==> src/pmwc_pkg.sv <==
// package: constants and types for the power-state and wake control block
package pmwc_pkg;

    // register indices (byte address = 4 * index)
    localparam logic [7:0] PMWC_REG_CTRL = 8'h00;
    localparam logic [7:0] PMWC_REG_PMCSR = 8'h01;
    localparam logic [7:0] PMWC_REG_CFG = 8'h02;
    localparam logic [7:0] PMWC_REG_STATUS = 8'h03;
    localparam logic [7:0] PMWC_REG_PMCAP = 8'h04;
    localparam logic [7:0] PMWC_REG_CFG_OFS_PMCAP = 8'hDE;

    // control register fields
    localparam int PMWC_CTRL_BAR_WR_BIT = 0;
    // pmcsr fields
    localparam int PMWC_PMCSR_STATE_LSB = 0;
    localparam int PMWC_PMCSR_PME_EN_BIT = 8;
    localparam int PMWC_PMCSR_PME_STS_BIT = 15;
    // config register fields
    localparam int PMWC_CFG_MAC_PME_EN_BIT = 0;
    localparam int PMWC_CFG_STANDBY_EN_BIT = 1;
    localparam int PMWC_CFG_LOWPWR_EN_BIT = 2;
    localparam int PMWC_CFG_DEEP_DIS_BIT = 6;

    localparam logic [7:0] PMWC_CFG_RESET = 8'h04;
    localparam logic [15:0] PMWC_PMCAP_BASE = 16'h0022;
    localparam logic [15:0] PMWC_PMCAP_AUX = 16'hFE22;

    // idle cycles before dynamic standby
    localparam int PMWC_IDLE_NS = 1000;
    localparam int PMWC_CLK_NS = 40;
    localparam int PMWC_IDLE_CYC = (PMWC_IDLE_NS + PMWC_CLK_NS - 1) / PMWC_CLK_NS;

    typedef enum logic [2:0] {
        PMWC_D0U = 3'b000,
        PMWC_D0A = 3'b001,
        PMWC_D1 = 3'b011,
        PMWC_D2 = 3'b010,
        PMWC_D3 = 3'b110
    } pmwc_state_t;

    typedef struct packed {
        logic [7:0] addr;
        logic [31:0] wdata;
        logic wr;
        logic rd;
    } pmwc_req_t;

    typedef struct packed {
        logic link_valid;
        logic pkt_match;
        logic bus_idle;
    } pmwc_link_t;

endpackage

==> src/pmwc_edge.sv <==
// rising and falling edge detector with registered outputs
module pmwc_edge
    import pmwc_pkg::*;
(
    input wire logic clk_i,
    input wire logic rst_n_i,
    input wire logic sig_i,
    output logic rise_o,
    output logic fall_o,
    output logic level_o
);
    logic prev_r;

    always_ff @(posedge clk_i) begin
        if (!rst_n_i) begin
            // track the pin in reset so an idle-high input gives no false edge
            prev_r <= sig_i;
            rise_o <= 1'b0;
            fall_o <= 1'b0;
        end else begin
            prev_r <= sig_i;
            rise_o <= sig_i & ~prev_r;
            fall_o <= ~sig_i & prev_r;
        end
    end

    assign level_o = prev_r;
endmodule

==> src/pmwc_top.sv <==
// power-state tracking, wake event and internal initialization control
//
// Overview of operation
// - outside D0 only configuration accesses are accepted on the bus
// - power-on reset enters uninitialized D0; a base address write makes it active
// - active D0 enters and leaves standby on its own, visible to software in the status register
// - in D1 no bus cycles or interrupts are started
// - in D1 wake events raise the power event output
// - D2 with link down may use low power, watching only for link up
// - a driver-register bit allows or blocks the invalid-link low power state
// - D3 acts like D2; with events disabled no wake and no link upkeep
// - aux supply sense sampled during power-on reset sets capability value
// - alternate reset low initializes like power-on reset
// - isolate ignores bus inputs other than bus idle and floats outputs except power event
// - with events enabled bus reset keeps power registers untouched
// - init pulse on reset in D0-D2, reset release in D3, isolate release
// - init pulse clears configuration, MAC setup and memory state
// - active D0 flags a wake on link loss and on link gain
// - low power states with link wake on packets or link loss
// - wake events only signalled while event enable is set
// - packet match input counts only in powered-down states
// - every link status change is a wake event in all states
// - power event needs both event enable and MAC enable
// - standby enable at zero keeps the block always active
// - deep power-down setting 0 allows it in D3 without events
module pmwc_top
    import pmwc_pkg::*;
#(
    parameter int IDLE_CYC = PMWC_IDLE_CYC
) (
    input wire logic SYS_CLK_I,
    input wire logic RST_N_I,
    input wire logic ALTERNATE_POR_N_I,
    input wire logic BUS_RST_N_I,
    input wire logic ISOLATE_N_I,
    input wire logic AUX_SUPPLY_SENSE_I,
    input wire logic LINK_VALID_I,
    input wire logic PKT_MATCH_I,
    input wire logic BUS_IDLE_I,
    input wire logic BUS_CFG_ACC_I,
    input wire logic BUS_MEM_ACC_I,
    input wire logic [7:0] REG_ADDR_I,
    input wire logic [31:0] REG_WDATA_I,
    input wire logic REG_WR_I,
    input wire logic REG_RD_I,
    output logic [31:0] REG_RDATA_O,
    output logic PME_N_O,
    output logic BUS_OE_O,
    output logic ACCEPT_CFG_O,
    output logic ACCEPT_MEM_O,
    output logic MASTER_EN_O,
    output logic IRQ_EN_O,
    output logic STANDBY_O,
    output logic LOW_POWER_O,
    output logic DEEP_PWR_DOWN_O,
    output logic LINK_KEEP_O,
    output logic INIT_O
);
    ////////////////////////////////////////////////////////////////////////
    pmwc_req_t req;
    pmwc_link_t lnk;
    pmwc_state_t state_r;
    pmwc_state_t state_nxt;
    logic por_n;
    logic iso;
    logic bus_rst;
    logic rst_fall;
    logic rst_rise;
    logic iso_rise;
    logic link_rise;
    logic link_fall;
    logic link_lvl;
    logic iso_prev_r;
    logic pme_en_r;
    logic pme_sts_r;
    logic [7:0] cfg_r;
    logic aux_r;
    logic init_nxt;
    logic wake_evt;
    logic [$clog2(IDLE_CYC+1)-1:0] idle_cnt_r;
    logic [1:0] dstate_req;

    // alternate reset acts as a second power-on reset
    assign por_n = RST_N_I & ALTERNATE_POR_N_I;
    // isolate masks every bus input but bus idle, bus reset included
    assign iso = ~ISOLATE_N_I;
    assign bus_rst = ~BUS_RST_N_I & ~iso;
    assign req = '{addr: REG_ADDR_I, wdata: REG_WDATA_I,
                   wr: REG_WR_I & ~iso, rd: REG_RD_I & ~iso};
    assign lnk = '{link_valid: LINK_VALID_I, pkt_match: PKT_MATCH_I, bus_idle: BUS_IDLE_I};
    assign dstate_req = req.wdata[PMWC_PMCSR_STATE_LSB +: 2];

    function automatic logic is_d0(input pmwc_state_t s);
        return (s == PMWC_D0U) || (s == PMWC_D0A);
    endfunction

    pmwc_edge u_rst_edge (
        .clk_i(SYS_CLK_I),
        .rst_n_i(por_n),
        .sig_i(bus_rst),
        .rise_o(),
        .fall_o(rst_fall),
        .level_o()
    );

    pmwc_edge u_link_edge (
        .clk_i(SYS_CLK_I),
        .rst_n_i(por_n),
        .sig_i(lnk.link_valid),
        .rise_o(link_rise),
        .fall_o(link_fall),
        .level_o(link_lvl)
    );

    assign rst_rise = rst_fall;
    assign iso_rise = iso_prev_r & ~iso;
    // bus reset release shows as the falling edge of the internal active-high reset

    ////////////////////////////////////////////////////////////////////////
    // aux sense is caught only while power-on reset holds
    always_ff @(posedge SYS_CLK_I) begin
        if (!por_n) begin
            aux_r <= AUX_SUPPLY_SENSE_I;
        end
    end

    always_ff @(posedge SYS_CLK_I) begin
        if (!por_n) begin
            iso_prev_r <= 1'b0;
        end else begin
            iso_prev_r <= iso;
        end
    end

    // init pulse triggers
    always_comb begin
        init_nxt = (bus_rst && !(state_r == PMWC_D3))
                   || (rst_rise && state_r == PMWC_D3)
                   || iso_rise;
    end

    always_ff @(posedge SYS_CLK_I) begin
        if (!por_n) begin
            INIT_O <= 1'b1;
        end else begin
            INIT_O <= init_nxt;
        end
    end

    ////////////////////////////////////////////////////////////////////////
    // power state machine
    always_comb begin
        state_nxt = state_r;
        case (state_r)
            PMWC_D0U: begin
                if (req.wr && req.addr == PMWC_REG_CTRL && req.wdata[PMWC_CTRL_BAR_WR_BIT]) begin
                    state_nxt = PMWC_D0A;
                end
            end
            PMWC_D0A, PMWC_D1, PMWC_D2, PMWC_D3: begin
                if (req.wr && req.addr == PMWC_REG_PMCSR) begin
                    case (dstate_req)
                        2'd0: state_nxt = PMWC_D0A;
                        2'd1: state_nxt = PMWC_D1;
                        2'd2: state_nxt = PMWC_D2;
                        default: state_nxt = PMWC_D3;
                    endcase
                end
            end
            default: state_nxt = PMWC_D0U;
        endcase
    end

    // init pulse returns to uninitialized D0 and clears configuration
    always_ff @(posedge SYS_CLK_I) begin
        if (!por_n) begin
            state_r <= PMWC_D0U;
        end else if (INIT_O) begin
            state_r <= PMWC_D0U;
        end else begin
            state_r <= state_nxt;
        end
    end

    // MAC configuration, reset by init pulse
    always_ff @(posedge SYS_CLK_I) begin
        if (!por_n) begin
            cfg_r <= PMWC_CFG_RESET;
        end else if (INIT_O) begin
            cfg_r <= PMWC_CFG_RESET;
        end else if (req.wr && req.addr == PMWC_REG_CFG) begin
            cfg_r <= req.wdata[7:0];
        end
    end

    ////////////////////////////////////////////////////////////////////////
    // wake events: link changes in every state, packets only when powered down
    assign wake_evt = link_rise || link_fall
                      || (lnk.pkt_match && link_lvl && !is_d0(state_r));

    // power registers survive bus reset while events are enabled
    always_ff @(posedge SYS_CLK_I) begin
        if (!por_n) begin
            pme_en_r <= 1'b0;
        end else if (INIT_O && !pme_en_r) begin
            pme_en_r <= 1'b0;
        end else if (req.wr && req.addr == PMWC_REG_PMCSR) begin
            pme_en_r <= req.wdata[PMWC_PMCSR_PME_EN_BIT];
        end
    end

    // status: set wins over write-one-to-clear
    always_ff @(posedge SYS_CLK_I) begin
        if (!por_n) begin
            pme_sts_r <= 1'b0;
        end else if (wake_evt && pme_en_r && cfg_r[PMWC_CFG_MAC_PME_EN_BIT]) begin
            pme_sts_r <= 1'b1;
        end else if (req.wr && req.addr == PMWC_REG_PMCSR
                     && req.wdata[PMWC_PMCSR_PME_STS_BIT]) begin
            pme_sts_r <= 1'b0;
        end else if (INIT_O && !pme_en_r) begin
            pme_sts_r <= 1'b0;
        end
    end

    // power event stays driven under isolate
    always_ff @(posedge SYS_CLK_I) begin
        if (!por_n) begin
            PME_N_O <= 1'b1;
        end else begin
            PME_N_O <= ~(pme_sts_r & pme_en_r & cfg_r[PMWC_CFG_MAC_PME_EN_BIT]);
        end
    end

    ////////////////////////////////////////////////////////////////////////
    // bus gating per state
    always_ff @(posedge SYS_CLK_I) begin
        if (!por_n) begin
            BUS_OE_O <= 1'b0;
            ACCEPT_CFG_O <= 1'b0;
            ACCEPT_MEM_O <= 1'b0;
            MASTER_EN_O <= 1'b0;
            IRQ_EN_O <= 1'b0;
        end else begin
            BUS_OE_O <= ~iso;
            ACCEPT_CFG_O <= ~iso & BUS_CFG_ACC_I;
            ACCEPT_MEM_O <= ~iso & BUS_MEM_ACC_I & is_d0(state_r);
            MASTER_EN_O <= ~iso & (state_r == PMWC_D0A);
            IRQ_EN_O <= ~iso & (state_r == PMWC_D0A);
        end
    end

    // dynamic standby: autonomous, needs the stored enable
    always_ff @(posedge SYS_CLK_I) begin
        if (!por_n) begin
            idle_cnt_r <= '0;
            STANDBY_O <= 1'b0;
        end else if (state_r != PMWC_D0A || !cfg_r[PMWC_CFG_STANDBY_EN_BIT] || !lnk.bus_idle) begin
            idle_cnt_r <= '0;
            STANDBY_O <= 1'b0;
        end else if (idle_cnt_r == ($clog2(IDLE_CYC+1))'(IDLE_CYC)) begin
            STANDBY_O <= 1'b1;
        end else begin
            idle_cnt_r <= idle_cnt_r + 1'b1;
        end
    end

    // low-power and deep power-down modes
    always_ff @(posedge SYS_CLK_I) begin
        if (!por_n) begin
            LOW_POWER_O <= 1'b0;
            DEEP_PWR_DOWN_O <= 1'b0;
            LINK_KEEP_O <= 1'b1;
        end else begin
            LOW_POWER_O <= (state_r == PMWC_D2 || state_r == PMWC_D3) && !lnk.link_valid
                           && cfg_r[PMWC_CFG_LOWPWR_EN_BIT];
            DEEP_PWR_DOWN_O <= (state_r == PMWC_D3) && !pme_en_r
                               && !cfg_r[PMWC_CFG_DEEP_DIS_BIT];
            LINK_KEEP_O <= is_d0(state_r) || (pme_en_r
                           && !((state_r == PMWC_D2 || state_r == PMWC_D3)
                                && !lnk.link_valid && cfg_r[PMWC_CFG_LOWPWR_EN_BIT]));
        end
    end

    ////////////////////////////////////////////////////////////////////////
    // register reads, one cycle later; unmapped reads zero
    always_ff @(posedge SYS_CLK_I) begin
        if (!por_n) begin
            REG_RDATA_O <= '0;
        end else if (req.rd) begin
            case (req.addr)
                PMWC_REG_CTRL: REG_RDATA_O <= {29'h0, state_r};
                PMWC_REG_PMCSR: REG_RDATA_O <= {16'h0, pme_sts_r, 6'h0, pme_en_r,
                    6'h0, (state_r == PMWC_D2 || state_r == PMWC_D3),
                    (state_r == PMWC_D1 || state_r == PMWC_D3)};
                PMWC_REG_CFG: REG_RDATA_O <= {24'h0, cfg_r};
                PMWC_REG_STATUS: REG_RDATA_O <= {28'h0, LOW_POWER_O, STANDBY_O,
                    link_lvl, aux_r};
                PMWC_REG_PMCAP: REG_RDATA_O <= {16'h0,
                    aux_r ? PMWC_PMCAP_AUX : PMWC_PMCAP_BASE};
                default: REG_RDATA_O <= '0;
            endcase
        end else begin
            REG_RDATA_O <= '0;
        end
    end
endmodule

==> config.mk <==
export PLATFORM = sky130hd
export DESIGN_NAME = pmwc_top
export DESIGN_NICKNAME = d
export VERILOG_FILES = /design/src/pmwc_pkg.sv /design/src/pmwc_edge.sv /design/src/pmwc_top.sv
export SDC_FILE = /design/constraint.sdc
export NUM_CORES = 1
export LEC_CHECK = 0
export BUFFER_PORTS_ARGS = -buffer_cell sky130_fd_sc_hd__buf_4
export CELL_PAD_IN_SITES_DETAIL_PLACEMENT = 2
export CELL_PAD_IN_SITES_GLOBAL_PLACEMENT = 2
export CORE_MARGIN = 2
export CORE_UTILIZATION = 25
export DETAILED_ROUTE_END_ITERATION = 16
export HOLD_SLACK_MARGIN = 0.05
export PLACE_DENSITY = 0.8
export SLEW_MARGIN = 20
export SYNTH_ARGS = -nofsm -noshare
export SYNTH_HDL_FRONTEND = slang
export SYNTH_SLANG_ARGS = --single-unit
==> constraint.sdc <==
create_clock -name SYS_CLK_I -period 2.22 [get_ports SYS_CLK_I]
set_input_delay 0.111 -clock SYS_CLK_I [delete_from_list [all_inputs] [get_ports SYS_CLK_I]]
set_output_delay 0.111 -clock SYS_CLK_I [all_outputs]
set_load 0.05 [all_outputs]
==> reports/results.ini <==
[power]
pwr-share-clk_pct = 33.9
power_frac_seq_pct = 54.1
power_mw = 1.55
switching_share_pct = 25.7
p_int_mw = 1.15
leakage_nw = 1.13
power_frac_comb_pct = 12.0
switching_power_mw = 0.398
power.density_nw_per_um2 = 597
ir_drop_mv = 0.222

[sta]
hold_slack_ns = 0.0655
tightestPinTransition_ns = 0.563
setup_viol = 0
finalHoldViolCount = 0
rsz0062_at_grt = no
fin_worst_skew_ns = 0.00332
tns_ns = 0
fmax_mhz = 520
drv_slew = 0
fin_crit_sh_pct = 86.7
finalCriticalPeriod_ns = 1.92
slew_headroom_pct = 62.2
fin_ws_ns = 0.296

[clocking]
clk_path_buf_depth = 2
cts_buffers = 5
clock-sinks = 46
cts_resized = 0
cts_tree = built
postCtsHoldBufs = 10
clkTransAtPathRegs_ns = 0.08
cts_setup_buffers = 0
htree_num_levels = 2
clk_latency_ns = 0.29
cts-root-buf = clkbuf_8

[placement]
placed_area_um2 = 2410
gp_congestion = 0.785
pre_cts_ws_ns = 0.316
place_inst = 358
place_hpwl_um = 4220
port_buffers = 57

[detailed_routing]
drt.antenna.violating_nets = 0
wirelength_um = 5550
drt_first_pass_iters = 4
routedWlPerCell_um = 14.8
avgViaCountPerCell = 4.47
wl_met2_um = 2770
wl_met1_um = 2500
wl_met3_um = 245
drcViolationCount = 0
vias = 1679
drt-initial-drc-count = 46
top_layer = met4

[floorplan]
initial_core_util_pct = 25.8
ios = 96
rows = 32
fp.dieH_um = 93.3
core_area_um2 = 7730
die_w_um = 93.3
die-area_um2 = 8710

[global_route]
grt_pass1_vias = 1788
grt_pass1_wl_um = 8940
grt_max_degree = 21
antenna_found_initial = 0
globalRouteOverflowTotal = 0
grt_usage_pct = 13.4

[finish]
finalInstanceArea_um2 = 2600
syn2layout_area_growth_pct = 30.3
drive_gt1_share_pct = 26.6
final_cells = 376
utilization_pct = 33.6
layout.nets = 328
diodes = 0

[setup_path]
start_kind = register
worst-path-buf-inv = 0
slowest_delay_ns = 0.57
slowest_stage = or4b_4
worstPathRequired_ns = 2.38
path_max_fanout = 7
path_delay_family = simple AND/OR/NAND/NOR gates
arrival_ns = 2.08
path_cells = or4b_4 -> a2111oi_2 -> nor3b_1 -> a2111oi_2
critPathKind = reg -> reg
end_kind = register
cpMostUsedCell = a2111oi_2

[min_path]
min_path_type = in -> reg

[yosys]
yosysUniqueCellTypes = 42
synthCells = 212
synthFlopType = dfxtp_1
ys_ff_latch = 46
syn_avg_cell_area_um2 = 9.41
yosysWarnings = 0
synth_enable_flop_cells = 1
syn_area_um2 = 1990
seq_area_frac_synth_pct = 46.7
synthArstFlopShare_pct = 0

[flow_run]
maxCapViolations = 0

[run_status]
status = completed

==> final cells by class <==
cell class	instances	area [um^2]
clock buffer	7	86.3
tap	102	128
fill	885	5130
sequential	46	931
inverter	7	26.3
timing repair buffer	70	551
clock inverter	1	5.00
multi-input combinational	143	872
==> cells in the mapped netlist (3+ instances only) <==
library cell | instances | share of area [%]
xor2_1 | 3 | 1.3
dfxtp_1 | 45 | 45
and3_1 | 5 | 1.6
nor3b_1 | 6 | 2.3
inv_1 | 6 | 1.1
mux2i_1 | 11 | 5.5
buf_4 | 22 | 8.3
and2_1 | 5 | 1.6
o21ai_0 | 8 | 2.0
nand3_1 | 7 | 1.8
buf_6 | 3 | 1.7
nand2_1 | 10 | 1.9
a21oi_1 | 7 | 1.8
nor2_1 | 28 | 5.3
clkbuf_1 | 5 | 0.94
nor3_1 | 6 | 1.5
==> state kept, by name (all words and copies together) (netlist names), 3 cells and up <==
name	flops
state_r	3
idle_cnt_r	5
cfg_r	8
REG_RDATA_O	11
==> worst reg2reg max path, stage by stage, from the launching register on <==
cell and delay [ns]:
dfxtp_1 0.38, or4b_4 0.57, a2111oi_2 0.45, nor3b_1 0.31
a2111oi_2 0.08
==> cell usage in the layout, fill, tap and decap left out, types with 2 or more instances in the layout <==
master	count
nor3b_1	6
buf_4	60
clkbuf_8	6
mux2_2	2
dfxtp_1	45
a211oi_1	2
nand4_1	2
ha_1	2
a2111oi_2	2
xor2_1	3
conb_1	16
nand4b_1	2
a311oi_1	2
nor3_1	6
nor2b_1	2
nor4_1	2
a21oi_1	7
nand3_1	7
o21ai_0	8
mux2i_1	11
and2_1	5
and3_1	5
inv_1	6
nand2_1	10
dlygate4sd3_1	10
nor2_1	28
==> logic make-up (layout without fill, tap and decap cells) <==
group	Yosys count	in the layout	share of synthesized area (%)
AOI/OAI and AO/OA	27	27	9.41
xor gates and xnor gates	4	4	1.76
and+or+nand+nor	81	81	21.6
muxes	13	13	6.65
DFF	46	46	46.7
other	1	16	0.188
adders and majority gates	2	2	1.25
buffers and inverters	38	85	12.4
==> power by group through the flow <==
stage	Sequential, mW	Combinational [mW]	Clock, mW
after floorplan	0.867	0.123	0
after global placement	0.859	0.169	0
after detailed placement	0.859	0.173	0
after CTS	0.840	0.187	0.556
after global routing	0.841	0.200	0.582
final	0.840	0.186	0.525
==> per-layer routing <==
layer  GRT usage [%]  vias to the layer above
met4            4.41                        0
met1            16.8                      820
li1                -                      815
met5               0                        -
met3            2.90                        2
met2            22.9                       42
==> path summary, 6_finish.rpt <==
| check | start | to | slack, ns | cells past startpoint |
|---|---|---|---|---|
| max | state_r[1] | state_r[1] | 0.30 | 4 |
| min | REG_WDATA_I[6] | cfg_r[6] | 0.07 | 3 |
| max reg2reg | state_r[1] | state_r[1] | 0.30 | 4 |
| min reg2reg | u_rst_edge.level_o | u_rst_edge.fall_o | 0.42 | 2 |
Note: power is estimated with default switching activity, not from simulation.
